$ cat src/hw/sbi_pkg.sv
// Purpose: Shared constants and types for the single-bit two-wire serial interface.
// Assumes: 50 MHz core clock; one machine cycle per core clock.
// Notes:   Register offsets are special-function addresses.
package sbi_pkg;

   localparam logic [7:0] CTRL_ADDR   = 8'hD8;
   localparam logic [7:0] CFG_ADDR    = 8'hD9;
   localparam logic [7:0] DATA_ADDR   = 8'hDA;
   localparam logic [7:0] CTRL_RESET  = 8'h81;
   localparam logic [7:0] CFG_RESET   = 8'h00;

   // Control register bit positions (read meaning / write meaning).
   localparam int BIT_RECEIVED_BIT_CXA   = 7;
   localparam int BIT_ATN_IDLE   = 6;
   localparam int BIT_BIT_READY_FLAG_CDR   = 5;
   localparam int BIT_ARL_CLEAR_ARBITRATION_LOST   = 4;
   localparam int BIT_STR_CLEAR_START_SEEN   = 3;
   localparam int BIT_STP_CLEAR_STOP_SEEN   = 2;
   localparam int BIT_MST_SEND_REPEATED_START   = 1;
   localparam int BIT_SEND_STOP       = 0;

   // Configuration register fields.
   localparam int CFG_MASTER_REQUEST     = 6;
   localparam int CFG_CT1        = 1;
   localparam int CFG_CT0        = 0;

   // Bus timer.
   localparam int TIMER_W        = 10;
   localparam int PHASE_W        = 3;
   localparam logic [9:0] PRESET_0 = 10'h000;
   localparam logic [9:0] PRESET_1 = 10'h001;
   localparam logic [9:0] PRESET_2 = 10'h002;
   localparam logic [9:0] PRESET_3 = 10'h003;

   // Minimum bus phase time as printed; the bus standard reads it in microseconds.
   localparam int MIN_PHASE_NS   = 4700;
   localparam int CLK_PERIOD_NS  = 20;
   localparam int MIN_PHASE_CYC  = (MIN_PHASE_NS + CLK_PERIOD_NS - 1) / CLK_PERIOD_NS;

   typedef struct packed {
      logic       wr;
      logic       rd;
      logic [7:0] addr;
      logic [7:0] wdata;
   } sbi_sfr_req_t;

   typedef struct packed {
      logic scl_o;
      logic scl_oe;
      logic sda_o;
      logic sda_oe;
   } sbi_pin_drive_t;

endpackage

$ cat src/hw/sbi_core.sv
// How it works
// - Bitwise transfer with arbitration, framing checks, stretching and timeout in hardware.
// - As master, SCL stays high for the minimum high time from the timer.
// - SCL low stretched until software answers; minimum low still enforced.
// - Stop keeps minimum delay from SCL high to SDA high.
// - Minimum bus-free delay between stop and next start.
// - Start keeps minimum delay from SDA falling to SCL falling.
// - Minimum phase times come from the timer's low three bits or a three-bit phase count.
// - Bus timer advances on the CPU clock.
// - Timer preload picked from four values by a two-bit prescale field.
// - Maximum-SCL-change timeout uses the full timer width.
// - Each SCL transition reloads the timer preset while enabled.
// - Timer runs only between a start and the following stop.
// - Timer carries after 1020 to 1023 cycles since the last SCL change.
// - Timer carry resets the interface and releases SCL.
// - Interrupt when both enables set and attention flag is set.
// - Control register at D8H, bit addressable, resets to 81H.
// - Control reads give status bits; writes are clear and command strobes.
// - Attention reads one whenever ready, arbitration lost, start or stop is set.
// - Ready sets on SCL rise except idle slave; next low stretched until cleared.
// - SDA driven low and arbitration loss flagged only while transmit-active.
// - Master sets on request with free bus; clears on loss or withdraw plus stop.
//
// Purpose: Single-bit, software-serviced two-wire serial interface with bus timer.
// Assumes: CPU drives one SFR access per cycle; pins are open drain.
// Notes:   Timer ticks once per core clock, one prescale step per tick.
`timescale 1ns/1ps
module sbi_core #(
   parameter int TIMER_W = sbi_pkg::TIMER_W
) (
   input  wire logic                  clk,
   input  wire logic                  reset_n,
   input  wire sbi_pkg::sbi_sfr_req_t sfr_req,
   output logic [7:0]                 sfr_rdata,
   input  wire logic                  global_interrupt_enable,
   input  wire logic                  bus_interrupt_enable,
   output logic                       bus_irq,
   input  wire logic                  scl_i,
   input  wire logic                  sda_i,
   output sbi_pkg::sbi_pin_drive_t    pins
);

   // *******************************************************
   // State
   // *******************************************************
   typedef enum logic [2:0] {
      MS_IDLE, MS_START_HOLD, MS_LOW, MS_HIGH, MS_STOP_SETUP, MS_STOP_HOLD
   } sbi_mstate_t;

   typedef struct packed {
      sbi_mstate_t         ms;
      logic [TIMER_W-1:0]  timer;
      logic [2:0]          phase;
      logic                received_bit;
      logic                bit_ready_flag;
      logic                arbitration_lost_flag;
      logic                start_seen_flag;
      logic                stop_seen_flag;
      logic                master;
      logic                xmit_active;
      logic                tx_bit;
      logic                idle_slave;
      logic                in_frame;
      logic                rstart_req;
      logic                stop_req;
      logic [7:0]          cfg;
      logic                scl_q;
      logic                sda_q;
      logic                drive_scl_low;
      logic                drive_sda_low;
   } sbi_state_t;

   sbi_state_t st;
   sbi_state_t next_st;
   logic       scl_s;
   logic       sda_s;

   sbi_sync u_scl_sync (
      .clk     (clk),
      .reset_n (reset_n),
      .pin     (scl_i),
      .level   (scl_s)
   );

   sbi_sync u_sda_sync (
      .clk     (clk),
      .reset_n (reset_n),
      .pin     (sda_i),
      .level   (sda_s)
   );

   // *******************************************************
   // Decode and bus events
   // *******************************************************
   logic       wr_ctrl;
   logic       wr_cfg;
   logic       wr_data;
   logic       rd_data;
   logic       scl_rise;
   logic       scl_fall;
   logic       start_ev;
   logic       stop_ev;
   logic       attention;
   logic       carry;
   logic       phase_done;
   logic       bus_enabled;
   logic       master_request;
   logic [9:0] preset;

   assign wr_ctrl  = sfr_req.wr && (sfr_req.addr == sbi_pkg::CTRL_ADDR);
   assign wr_cfg   = sfr_req.wr && (sfr_req.addr == sbi_pkg::CFG_ADDR);
   assign wr_data  = sfr_req.wr && (sfr_req.addr == sbi_pkg::DATA_ADDR);
   assign rd_data  = sfr_req.rd && (sfr_req.addr == sbi_pkg::DATA_ADDR);
   assign scl_rise = scl_s && !st.scl_q;
   assign scl_fall = !scl_s && st.scl_q;
   assign start_ev = scl_s && st.scl_q && st.sda_q && !sda_s;
   assign stop_ev  = scl_s && st.scl_q && !st.sda_q && sda_s;
   assign bus_enabled    = st.cfg[sbi_pkg::CFG_MASTER_REQUEST] || !st.idle_slave || st.in_frame;
   assign master_request = st.cfg[sbi_pkg::CFG_MASTER_REQUEST];
   assign attention = st.bit_ready_flag || st.arbitration_lost_flag
                   || st.start_seen_flag || st.stop_seen_flag;
   assign carry      = st.in_frame && (&st.timer);
   assign phase_done = (&st.timer[sbi_pkg::PHASE_W-1:0]) || (st.phase == 3'h7);

   always_comb begin
      unique case ({st.cfg[sbi_pkg::CFG_CT1], st.cfg[sbi_pkg::CFG_CT0]})
         2'b00:   preset = sbi_pkg::PRESET_0;
         2'b01:   preset = sbi_pkg::PRESET_1;
         2'b10:   preset = sbi_pkg::PRESET_2;
         default: preset = sbi_pkg::PRESET_3;
      endcase
   end

   // *******************************************************
   // Next state
   // *******************************************************
   always_comb begin
      next_st       = st;
      next_st.scl_q = scl_s;
      next_st.sda_q = sda_s;

      // Bus timer: clocked by core clock, preset on SCL change, held at the preset outside frames.
      if (!st.in_frame) begin
         next_st.timer = preset[TIMER_W-1:0];
      end else if (bus_enabled && (scl_rise || scl_fall)) begin
         next_st.timer = preset[TIMER_W-1:0];
      end else begin
         next_st.timer = st.timer + 1'b1;
      end
      if (phase_done) begin
         next_st.phase = 3'h7;
      end else begin
         next_st.phase = st.phase + 3'h1;
      end

      // Software writes: control bits are strobes, not stored values.
      if (wr_cfg) begin
         next_st.cfg = sfr_req.wdata;
      end
      if (wr_ctrl) begin
         if (sfr_req.wdata[sbi_pkg::BIT_RECEIVED_BIT_CXA]) next_st.xmit_active = 1'b0;
         if (sfr_req.wdata[sbi_pkg::BIT_ATN_IDLE]) next_st.idle_slave = 1'b1;
         if (sfr_req.wdata[sbi_pkg::BIT_BIT_READY_FLAG_CDR]) next_st.bit_ready_flag = 1'b0;
         if (sfr_req.wdata[sbi_pkg::BIT_ARL_CLEAR_ARBITRATION_LOST]) next_st.arbitration_lost_flag = 1'b0;
         if (sfr_req.wdata[sbi_pkg::BIT_STR_CLEAR_START_SEEN]) next_st.start_seen_flag = 1'b0;
         if (sfr_req.wdata[sbi_pkg::BIT_STP_CLEAR_STOP_SEEN]) next_st.stop_seen_flag = 1'b0;
         if (sfr_req.wdata[sbi_pkg::BIT_MST_SEND_REPEATED_START]) begin
            next_st.rstart_req  = 1'b1;
            next_st.xmit_active = 1'b1;
         end
         if (sfr_req.wdata[sbi_pkg::BIT_SEND_STOP]) begin
            next_st.stop_req    = 1'b1;
            next_st.xmit_active = 1'b1;
         end
      end
      if (wr_data) begin
         next_st.tx_bit         = sfr_req.wdata[7];
         next_st.xmit_active    = 1'b1;
         next_st.bit_ready_flag = 1'b0;
      end
      if (rd_data) begin
         next_st.xmit_active    = 1'b0;
         next_st.bit_ready_flag = 1'b0;
      end

      // Hardware sets win over software clears.
      if (scl_rise && !st.idle_slave) begin
         next_st.bit_ready_flag = 1'b1;
         next_st.received_bit   = sda_s;
         if (st.xmit_active && st.drive_sda_low == 1'b0 && !sda_s) begin
            next_st.arbitration_lost_flag = 1'b1;
         end
      end
      if (start_ev) begin
         next_st.in_frame = 1'b1;
         if (!st.idle_slave || st.master) next_st.start_seen_flag = 1'b1;
         if (st.xmit_active && !st.drive_sda_low && !st.rstart_req) begin
            next_st.arbitration_lost_flag = 1'b1;
         end
         next_st.idle_slave = 1'b0;
      end
      if (stop_ev) begin
         next_st.in_frame = 1'b0;
         if (!st.idle_slave || st.master) next_st.stop_seen_flag = 1'b1;
      end
      if (next_st.arbitration_lost_flag && !st.arbitration_lost_flag) begin
         next_st.xmit_active = 1'b0;
         next_st.master      = 1'b0;
      end

      // Master pin sequencer; every phase waits out the minimum time.
      unique case (st.ms)
         MS_IDLE: begin
            next_st.drive_scl_low = 1'b0;
            next_st.drive_sda_low = 1'b0;
            if (master_request && !st.in_frame && !stop_ev && phase_done && scl_s
                && sda_s) begin
               next_st.master        = 1'b1;
               next_st.drive_sda_low = 1'b1;
               next_st.phase         = 3'h0;
               next_st.ms            = MS_START_HOLD;
            end
            if (stop_ev || start_ev) next_st.phase = 3'h0;
         end
         MS_START_HOLD: begin
            if (phase_done) begin
               next_st.drive_scl_low = 1'b1;
               next_st.phase         = 3'h0;
               next_st.ms            = MS_LOW;
            end
         end
         MS_LOW: begin
            // SDA changes only while SCL is held low.
            next_st.drive_sda_low = st.xmit_active && (st.stop_req || st.rstart_req
                                    ? 1'b1 : !st.tx_bit);
            if (phase_done && !attention) begin
               next_st.drive_scl_low = 1'b0;
               next_st.phase         = 3'h0;
               next_st.ms            = st.stop_req ? MS_STOP_SETUP : MS_HIGH;
            end
         end
         MS_HIGH: begin
            if (st.rstart_req && scl_s && phase_done) begin
               next_st.drive_sda_low = 1'b1;
               next_st.rstart_req    = 1'b0;
               next_st.phase         = 3'h0;
               next_st.ms            = MS_START_HOLD;
            end else if (scl_s && phase_done && !st.rstart_req) begin
               next_st.drive_scl_low = 1'b1;
               next_st.phase         = 3'h0;
               next_st.ms            = MS_LOW;
            end else if (st.rstart_req && !st.drive_scl_low && !scl_s) begin
               next_st.phase = 3'h0;
            end
         end
         MS_STOP_SETUP: begin
            if (scl_s && phase_done) begin
               next_st.drive_sda_low = 1'b0;
               next_st.stop_req      = 1'b0;
               next_st.xmit_active   = 1'b0;
               if (!master_request) next_st.master = 1'b0;
               next_st.phase         = 3'h0;
               next_st.ms            = MS_STOP_HOLD;
            end
         end
         MS_STOP_HOLD: begin
            if (phase_done) next_st.ms = MS_IDLE;
         end
         default: next_st.ms = MS_IDLE;
      endcase
      if (!st.master && st.ms != MS_IDLE) begin
         // Lost arbitration: let go of both lines at once.
         next_st.ms            = MS_IDLE;
         next_st.drive_scl_low = 1'b0;
         next_st.drive_sda_low = 1'b0;
      end

      // Slave side stretches SCL low while ready is pending.
      // A device that wins mastership in this cycle keeps its start drive.
      if (!st.master && !next_st.master) begin
         next_st.drive_scl_low = scl_fall || (st.drive_scl_low && !scl_s)
                                 ? (st.bit_ready_flag && !st.idle_slave) : 1'b0;
         next_st.drive_sda_low = st.xmit_active && !st.tx_bit && !st.idle_slave;
      end

      if (carry) begin
         next_st                = st;
         next_st.timer          = preset[TIMER_W-1:0];
         next_st.phase          = 3'h0;
         next_st.ms             = MS_IDLE;
         next_st.bit_ready_flag = 1'b0;
         next_st.arbitration_lost_flag = 1'b0;
         next_st.start_seen_flag = 1'b0;
         next_st.stop_seen_flag  = 1'b0;
         next_st.master         = 1'b0;
         next_st.xmit_active    = 1'b0;
         next_st.rstart_req     = 1'b0;
         next_st.stop_req       = 1'b0;
         next_st.in_frame       = 1'b0;
         next_st.drive_scl_low  = 1'b0;
         next_st.drive_sda_low  = 1'b0;
         next_st.scl_q          = scl_s;
         next_st.sda_q          = sda_s;
      end
   end

   always_ff @(posedge clk or negedge reset_n) begin
      if (!reset_n) begin
         st            <= '0;
         st.ms         <= MS_IDLE;
         st.received_bit <= sbi_pkg::CTRL_RESET[sbi_pkg::BIT_RECEIVED_BIT_CXA];
         st.master     <= 1'b0;
         st.idle_slave <= 1'b1;
         st.cfg        <= sbi_pkg::CFG_RESET;
         st.scl_q      <= 1'b1;
         st.sda_q      <= 1'b1;
         st.phase      <= 3'h7;
      end else begin
         st <= next_st;
      end
   end

   // *******************************************************
   // Outputs
   // *******************************************************
   always_comb begin
      sfr_rdata = 8'h00;
      if (sfr_req.addr == sbi_pkg::CTRL_ADDR) begin
         sfr_rdata = {st.received_bit, attention, st.bit_ready_flag,
                      st.arbitration_lost_flag, st.start_seen_flag, st.stop_seen_flag,
                      st.master, 1'b1};
      end else if (sfr_req.addr == sbi_pkg::CFG_ADDR) begin
         sfr_rdata = st.cfg;
      end else if (sfr_req.addr == sbi_pkg::DATA_ADDR) begin
         sfr_rdata = {st.received_bit, 7'h00};
      end
   end

   assign bus_irq     = global_interrupt_enable && bus_interrupt_enable && attention;
   assign pins.scl_o  = 1'b0;
   assign pins.scl_oe = st.drive_scl_low;
   assign pins.sda_o  = 1'b0;
   assign pins.sda_oe = st.drive_sda_low && st.xmit_active;

endmodule

$ cat src/hw/sbi_sync.sv
// Purpose: Three-stage synchroniser with agreement filter for one pin.
// Assumes: Input is asynchronous to clk.
// Notes:   Stage one is read only by stage two.
`timescale 1ns/1ps
module sbi_sync (
   input  wire logic clk,
   input  wire logic reset_n,
   input  wire logic pin,
   output logic      level
);
   typedef struct packed {
      logic s1;
      logic s2;
      logic s3;
      logic lvl;
   } sbi_sync_st_t;

   sbi_sync_st_t st;
   sbi_sync_st_t next_st;

   always_comb begin
      next_st     = st;
      next_st.s1  = pin;
      next_st.s2  = st.s1;
      next_st.s3  = st.s2;
      if (st.s2 == st.s3) begin
         next_st.lvl = st.s3;
      end
   end

   always_ff @(posedge clk or negedge reset_n) begin
      if (!reset_n) begin
         st <= 4'hF;
      end else begin
         st <= next_st;
      end
   end

   assign level = st.lvl;
endmodule

$ cat config.mk
export PLATFORM = sky130hd
export DESIGN_NAME = sbi_core
export DESIGN_NICKNAME = d
export VERILOG_FILES = /design/src/hw/sbi_pkg.sv /design/src/hw/sbi_core.sv /design/src/hw/sbi_sync.sv
export SDC_FILE = /design/constraint.sdc
export NUM_CORES = 1
export LEC_CHECK = 0
export ABC_AREA = 1
export BUFFER_PORTS_ARGS = -buffer_cell sky130_fd_sc_hd__buf_2
export CORE_MARGIN = 3
export CORE_UTILIZATION = 30
export CTS_BUF_LIST = sky130_fd_sc_hd__clkbuf_2
export CTS_CLUSTER_SIZE = 8
export DETAILED_ROUTE_END_ITERATION = 10
export SYNTH_ARGS = -nofsm -noshare
export SYNTH_HDL_FRONTEND = slang
export SYNTH_SLANG_ARGS = --single-unit
$ cat constraint.sdc
create_clock -name clk -period 1.8 [get_ports clk]
set_input_delay 0.36 -clock clk [delete_from_list [all_inputs] [get_ports clk]]
set_output_delay 0.36 -clock clk [all_outputs]
set_load 0.005 [all_outputs]
==> results of run 1 <==
-- layout by cell type (no fill, tap or decap), drive strengths merged, types with 3 or more instances in the layout --
master,count
buf,72
nand2,67
nor2,51
inv,50
dfrtp,33
nand3,31
o21ai,20
a21oi,18
dfstp,15
nand4,13
nor3,7
o22ai,7
ha,7
clkbuf,5
xor2,4
nor3b,4
dlygate4sd3,3
clkinv,3
nor4,3
-- power by group through the flow --
stage / clock, mW / combinational [mW] / sequential (mW)
floorplan: 0 / 0.683 / 1.40
global placement: 0 / 1.02 / 1.43
detailed placement: 0 / 1.03 / 1.43
CTS: 0.490 / 1.09 / 1.42
global route: 0.527 / 1.33 / 1.45
finish: 0.467 / 1.19 / 1.43
-- path summary, 6_finish.rpt --
path	start	to	slack [ns]	cells past startpoint
max reg2reg	st[24]	pins[2]	-0.05	10
min in group asynchronous	reset_n	st[21]	0.41	3
max	st[21]	bus_irq	-0.06	4
min	sfr_req[4]	st[8]	0.15	3
min reg2reg	u_sda_sync.next_st[2]	u_sda_sync.next_st[1]	0.37	0
max in group asynchronous	reset_n	st[2]	1.12	3
-- registers in the layout, indices dropped and copies added, names as in the netlist --
signal,cells
st,38
u_scl_sync.next_st,2
u_sda_sync.next_st,2
master_request,1
pins,1
u_scl_sync.level,1
u_scl_sync.st,1
u_sda_sync.level,1
u_sda_sync.st,1
-- per-stage QoR --
| stage | power (mW) | hold slack [ns] | setup slack, ns |
|---|---|---|---|
| floorplan | 2.08 | 0.0644 | 0.0446 |
| global placement | 2.45 | 0.346 | -0.0692 |
| detailed placement | 2.45 | 0.347 | -0.0716 |
| CTS | 3.00 | 0.137 | -0.0974 |
| global route | 3.31 | 0.134 | -0.152 |
| finish | 3.08 | 0.151 | -0.0643 |
-- kinds of logic after synthesis --
group                    count (synthesis)  synth area share [%]
XOR/XNOR                                 4                  1.27
flip-flops                              48                  44.2
AO/OA/AOI/OAI                           46                  9.11
buffers and inverters                   56                  8.79
AND/OR/NAND/NOR                        175                  32.6
other                                    1                 0.136
adder cells (fa/ha/maj)                  9                  3.90
-- cell type report --
| cell class | count | area, µm² |
|---|---|---|
| Multi-Input combinational cell | 237 | 1490 |
| Sequential cell | 48 | 1220 |
| Inverter | 51 | 196 |
| Clock buffer | 5 | 25.0 |
| Fill cell | 904 | 5250 |
| Clock inverter | 3 | 17.5 |
| Tap cell | 108 | 135 |
| Timing Repair Buffer | 75 | 514 |
-- routing by layer --
metal / part of all wire (%) / global-route usage (%) / up-vias
met5: 0 / 0 / -
met4: 2.0 / 3.94 / 0
met3: 5.8 / 2.25 / 13
met2: 48 / 24.5 / 81
met1: 44 / 19.6 / 1212
li1: - / - / 1266
-- worst min-delay path, cell delays in order --
cell,delay [ns]
buf_2,0.09
inv_1,0.08
o21ai_2,0.06
-- what timing repair did --
item                                    CTS  global route
endpoints found under the setup margin   14            35
hold endpoints to repair                 35             0
gates resized for setup                  19            30
setup buffers                             6             4
hold buffers                              3             0
gates cloned                              0             1
pin swaps                                11             8
==> results.cfg, run 1 <==
[cells_and_area]
area_growth_pct = 30.4
finalNonFillerCells = 527
drive_gt1_share_pct = 38.4
nets = 449
fin_area_um2 = 3600
utilization_pct = 40.7
num_antenna_cells = 0

[floorplanning]
dieWidth_um = 102
core-area_um2 = 8850
start_util_pct = 31.2
std_cell_rows = 34
die-area_um2 = 10400
die_height_um = 102
pin_count = 37

[cts]
clk_pin_slew_ns = 0.26
numCtsBuffers = 5
cts_buffer_depth = 2
worstSkewPairLatency_ns = 0.44
htree_levels = 2
cts.sinks = 48
cts_tree = built
cts_root_buffer = clkbuf_2

[power_and_ir_drop]
switching_power_mw = 1.22
p_int_mw = 1.86
p_comb_share_pct = 38.5
p_clk_share_pct = 15.1
leakage_nw = 1.70
switching_share_pct = 39.6
power.density_nw_per_um2 = 856
peakVddDrop_v = 0.000273
pwr-share-seq_pct = 46.4

[synth]
avgSynthCellArea_um2 = 8.14
syn_inst = 339
synth-main-ff-cell = dfrtp_1
synth_top_cell_by_area = dfrtp_1
synth_edf_count = 0
synthArstFlopShare_pct = 100
synth_commonest_cells = 55 x nand2_1, 47 x inv_1, 42 x nor2_1, 33 x dfrtp_1, 28 x nand3_1
synth_area_um2 = 2760
yosys_warnings = 0
synthMostInstantiatedCell = nand2_1
synth_seq_cells = 48
yosysUniqueCellTypes = 33
ys_seq_area_share_pct = 44.2
synth_area_leaders = dfrtp_1 30%, dfstp_2 14%, nand2_1 7.5%
netlist.area_leader.share_pct = 29.9

[setup_path]
slowest_delay_ns = 0.45
cp_num_buf_inv = 2
crit_arrival_ns = 1.50
cp_top_family = flip-flops
path_max_fanout = 2
cp_data_required_time_ns = 1.44
crit_chain = nor4_2 -> buf_4 -> nor2_1 -> buf_2
critPathSlowestCell = dfrtp_1
worstSetupEndpointType = output port
cp-start-kind = flop
crit_type = reg -> out

[timing]
period_share_pct = 104
rsz0062_at_grt = true
setup_viol = 6
final_max_slew_viol_count = 0
clock.fmax_mhz = 536
fin_worst_skew_ns = 0.0117
min_period_ns = 1.86
fin_ws_ns = -0.0643
hold_viol = 0
fin_setup_tns_ns = -0.207

[outcome]
violations = negative setup slack
status = finished, violations left

[job]
cap_viol_max_count = 0

[routing]
wl_mm = 7.27
via_per_inst = 4.88
route.vias.total = 2572
ant_nets = 0
wire_per_inst_um = 13.8
drc_errors = 0
dr.pass1.iters = 6
drt_iter0_drc = 243

[global_routing]
antenna_found_initial = 0
grt_pass1_wl_mm = 11.9
grt-ovfl-total = 0
grt_pass1_vias = 2444
grt_max_degree = 49
grt_usage_pct = 14.6

[place]
place.gp.congestion = 0.830
numPortBuffers = 34
dp.cells = 507
placed_cell_area_um2 = 3270
dp_hpwl_mm = 5.38

[min_path]
hp-class = in -> reg
Power figures use the tool's default switching activity.
==> run 2, diff against run 1 <==
--- a/config.mk
+++ b/config.mk
@@ -7,11 +7,14 @@
 export LEC_CHECK = 0
 export ABC_AREA = 1
 export BUFFER_PORTS_ARGS = -buffer_cell sky130_fd_sc_hd__buf_2
+export CELL_PAD_IN_SITES_DETAIL_PLACEMENT = 0
+export CELL_PAD_IN_SITES_GLOBAL_PLACEMENT = 1
 export CORE_MARGIN = 3
 export CORE_UTILIZATION = 30
 export CTS_BUF_LIST = sky130_fd_sc_hd__clkbuf_2
 export CTS_CLUSTER_SIZE = 8
 export DETAILED_ROUTE_END_ITERATION = 10
+export PLACE_DENSITY_LB_ADDON = 0.1
 export SYNTH_ARGS = -nofsm -noshare
 export SYNTH_HDL_FRONTEND = slang
 export SYNTH_SLANG_ARGS = --single-unit
==> results.cfg, run 2 (same netlist as run 1, synthesis figures left out) <==
[outcome]
status = finished, violations left
violations = negative setup slack

[timing]
hold_viol = 0
setup_viol = 26
final_max_slew_viol_count = 0
period_share_pct = 105
clock.fmax_mhz = 530
min_period_ns = 1.89
rsz0062_at_grt = true
whs_ns = 0.111
fin_ws_ns = -0.0874
fin_worst_skew_ns = 0.0259

[routing]
wl_mm = 8.04
drt_iter0_drc = 62
route.vias.total = 2559
via_per_inst = 4.64
wire_per_inst_um = 14.6
drc_errors = 0
dr.pass1.iters = 4
ant_nets = 0

[setup_path]
cp-start-kind = flop
rr_worst_depth = 12
crit_type = reg -> reg
regToRegStartpoint = st[24]
reg2reg_setup_slack_ns = -0.09
path_max_fanout = 6
worstSetupEndpointType = flop
cp_data_required_time_ns = 2.21
crit_arrival_ns = 2.30
r2r_end = st[0]

[cells_and_area]
largest_reg_flops = 38
num-fill-cells = 903
multi_input_area_um2 = 1570
fin_area_um2 = 3910
num_antenna_cells = 0
regMostFlops = st
regArea_um2 = 1220
area_growth_pct = 41.7
nets = 473
most-common-layout-cells = 51 x buf_4, 44 x inv_1, 43 x nand2_1, 35 x nor2_1, 34 x buf_2
drive_gt1_share_pct = 46.0
layout_commonest_cell = buf_4

[min_path]
hp-start = sfr_req[4]
holdPathStages = 3
hp-class = in -> reg
whs_endpoint = st[8]

[place]
place.gp.congestion = 0.818
dp_hpwl_mm = 5.96
numPortBuffers = 34
placed_cell_area_um2 = 3350

[cts]
cts_tree = built
htree_levels = 2
cts_root_buffer = clkbuf_2
cts_buffer_depth = 2
cts.sinks = 48
numCtsBuffers = 5
clk_pin_slew_ns = 0.29
worstSkewPairLatency_ns = 0.46

[global_routing]
grt_max_degree = 49
antenna_found_initial = 0
grt_usage_pct = 16.4
grt-ovfl-total = 0
grt_pass1_wl_mm = 13.2
grt_pass1_vias = 2625

[power_and_ir_drop]
peakVddDrop_v = 0.000299
power.density_nw_per_um2 = 834
leakage_nw = 1.84

[floorplanning]
pin_count = 37
die_height_um = 102
dieWidth_um = 102
core-area_um2 = 8850
die-area_um2 = 10400
std_cell_rows = 34
start_util_pct = 31.2

[job]
cap_viol_max_count = 0
-- run 2: cell count changes in the layout (fill, tap and decap cells not counted), sizes merged --
cell,previous run,this run
clkinvlp,1,0
nand2,67,66
buf,72,97
clkinv,3,2
clkbuf,5,7
-- run 2: worst max-delay path, cell delays in order, from the launching register on --
cell     delay, ns
dfstp_2       0.62
ha_4          0.13
ha_4          0.13
nor2_4        0.05
nor2_4        0.18
buf_6         0.13
nand4_1       0.10
nand2_2       0.12
buf_6         0.10
nand3_2       0.05
a21oi_2       0.14
nand2_1       0.06
nand2_1       0.05
-- run 2: where the power goes --
| part | switching (mW) | total, mW | internal, mW |
|---|---|---|---|
| clock network | 0.393 | 0.504 | 0.111 |
| logic | 0.756 | 1.35 | 0.590 |
| registers | 0.150 | 1.41 | 1.26 |
| total | 1.30 | 3.26 | 1.96 |
-- run 2: per-stage QoR --
stage | power [mW] | setup slack [ns] | setup TNS [ns] | utilization, % | instances
2_1_floorplan | 2.08 | 0.0446 | 0 | - | 340
3_3_place_gp | 2.49 | -0.0720 | -0.253 | 37.9 | 518
6_report | 3.26 | -0.0874 | -0.807 | 44.2 | 551
4_1_cts | 3.07 | -0.0981 | -0.557 | 40.4 | 534
5_1_grt | 3.53 | -0.206 | -4.83 | 44.2 | 551
3_5_place_dp | 2.48 | -0.0934 | -0.324 | 37.9 | 518
-- run 2: routing by layer --
metal	routed length (µm)	vias to the layer above	GRT usage (%)
met1	3850	1196	22.2
met3	221	7	2.80
li1	-	1311	-
met5	0	-	0
met2	3850	45	27.2
met4	110	0	4.34
-- run 2: final cells by class --
type	count	share of cell area (%)
clock buffers	7	0.896
flip-flops and latches	48	31.3
inverters	51	5.09
repair buffers	100	18.8
well taps	108	3.46
clock inverters	1	0.224
multi-input cells	236	40.3
-- run 2: worst max path at each step --
stage	from	end	slack, ns
final	st[24]	st[0]	-0.09
after global placement	st[24]	st[37]	-0.07
after global routing	st[28]	st[39]	-0.21
after detailed placement	st[24]	st[39]	-0.09
after floorplan	st[27]	st[0]	0.04
after CTS	st[24]	st[39]	-0.1
-- run 2: repair_timing --
item / 4_1_cts / 5_1_grt
resized for setup: 25 / 56
pin swaps: 14 / 19
hold buffers: 3 / 0
setup buffers: 5 / 18
endpoints found under the setup margin: 23 / 45
hold endpoints to repair: 35 / 0
==> run 3, diff against run 2 <==
--- a/config.mk
+++ b/config.mk
@@ -10,7 +10,7 @@
 export CELL_PAD_IN_SITES_DETAIL_PLACEMENT = 0
 export CELL_PAD_IN_SITES_GLOBAL_PLACEMENT = 1
 export CORE_MARGIN = 3
-export CORE_UTILIZATION = 30
+export CORE_UTILIZATION = 40
 export CTS_BUF_LIST = sky130_fd_sc_hd__clkbuf_2
 export CTS_CLUSTER_SIZE = 8
 export DETAILED_ROUTE_END_ITERATION = 10
==> results.cfg, run 3 (same netlist as run 1, synthesis figures left out) <==
[min_path]
holdPathStages = 3
hp-class = in -> reg

[cts]
cts_buffer_depth = 2
cts_tree = built
htree_levels = 2
cts.sinks = 48
worstSkewPairLatency_ns = 0.44
cts_root_buffer = clkbuf_2
clk_pin_slew_ns = 0.29
numCtsBuffers = 5

[cells_and_area]
drive_gt1_share_pct = 40.2
num_antenna_cells = 0
area_growth_pct = 30.6
utilization_pct = 55.2
layout_commonest_cell = nand2_1
nets = 450
most-common-layout-cells = 46 x nand2_1, 43 x inv_1, 39 x nor2_1, 34 x buf_2, 34 x buf_4
regMostFlops = st
largest_reg_flops = 38
num-fill-cells = 626
finalNonFillerCells = 497

[global_routing]
grt_pass1_vias = 2480
grt_max_degree = 49
grt_usage_pct = 19.7
grt_pass1_wl_mm = 12.0
grt-ovfl-total = 0
antenna_found_initial = 0

[floorplanning]
std_cell_rows = 29
die_height_um = 89.1
core-area_um2 = 6530
pin_count = 37
start_util_pct = 42.3
die-area_um2 = 7930
dieWidth_um = 89.1

[outcome]
violations = negative setup slack
status = finished, violations left

[timing]
fin_worst_skew_ns = 0.0397
clock.fmax_mhz = 542
setup_viol = 7
fin_ws_ns = -0.0461
min_period_ns = 1.85
hold_viol = 0
rsz0062_at_grt = true
period_share_pct = 103
final_max_slew_viol_count = 0
whs_ns = 0.166

[setup_path]
cp-start-kind = flop
crit_type = reg -> reg
worstSetupEndpointType = flop
reg2reg_setup_slack_ns = -0.05
path_max_fanout = 6
cp_data_required_time_ns = 2.19
rr_worst_depth = 12
crit_arrival_ns = 2.23

[routing]
drt_iter0_drc = 160
wl_mm = 7.41
ant_nets = 0
dr.pass1.iters = 4
drc_errors = 0
route.vias.total = 2518
wire_per_inst_um = 14.9
via_per_inst = 5.07

[place]
dp_hpwl_mm = 5.42
dp_slack_ns = -0.154
place.gp.congestion = 0.829
numPortBuffers = 34
dp.cells = 475

[power_and_ir_drop]
peakVddDrop_v = 0.000353
leakage_nw = 1.72
p_total_mw = 3.14
power.density_nw_per_um2 = 872

[job]
cap_viol_max_count = 0
## run 3: cell types whose count changed in the layout (fill, tap and decap cells not counted), moves of 3 or more
cell | previous run | this run
nand2_1 | 43 | 46
nand2_2 | 21 | 17
buf_6 | 10 | 4
buf_4 | 51 | 34
nand3_2 | 7 | 10
nor2_1 | 35 | 39
nor2_2 | 8 | 4
## run 3: final timing paths
check	start	endpoint
max reg2reg	st[24]	pins[2]
max in group asynchronous	reset_n	st[15]
min	sfr_req[4]	st[8]
min reg2reg	u_sda_sync.next_st[2]	u_sda_sync.next_st[1]
max	st[24]	pins[2]
min in group asynchronous	reset_n	st[14]
## run 3: cell type report
class	count	area (µm²)	share of cell area [%]
Clock buffer	6	30.0	0.833
Timing Repair Buffer	77	541	15.0
Clock inverter	2	12.5	0.347
Sequential cell	48	1220	33.9
Inverter	51	199	5.52
Tap cell	77	96.3	2.67
Multi-Input combinational cell	236	1510	41.8
## run 3: timing repair
| item | CTS | global route |
|---|---|---|
| pin swaps | 17 | 27 |
| hold buffers | 3 | 0 |
| endpoints found under the setup margin | 15 | 25 |
| endpoints found under the hold margin | 35 | 0 |
| resized for setup | 17 | 42 |
| buffers inserted | 8 | 4 |
## run 3: per-stage QoR
step | TNS (ns) | instance area [µm²]
6_report | -0.135 | 3610
3_3_place_gp | -0.535 | 3220
2_1_floorplan | 0 | 2760
5_1_grt | -2.01 | 3610
3_5_place_dp | -0.603 | 3220
4_1_cts | -0.124 | 3420
## run 3: routing by layer
layer	GRT usage, %	vias up	share of wire [%]
met3	3.04	6	4.3
met4	5.68	0	0.86
met1	27.8	1174	47
met2	31.4	73	48
li1	-	1265	-
met5	0	-	0
## run 3: report_power, final
part / total, mW / internal (mW) / switching [mW]
Clock: 0.472 / 0.0989 / 0.373
Combinational: 1.26 / 0.543 / 0.717
Sequential: 1.41 / 1.26 / 0.149
Total: 3.14 / 1.90 / 1.24
## run 3: worst max-delay path: stages, from the launching register on
cell	delay, ns
dfstp_2	0.62
ha_4	0.14
ha_4	0.13
nor2_4	0.04
nor2_4	0.20
nand3_2	0.12
nand2_2	0.12
nand2_4	0.08
nand2_4	0.08
buf_6	0.10
nand3_2	0.05
nand3_2	0.07
nand2_1	0.05
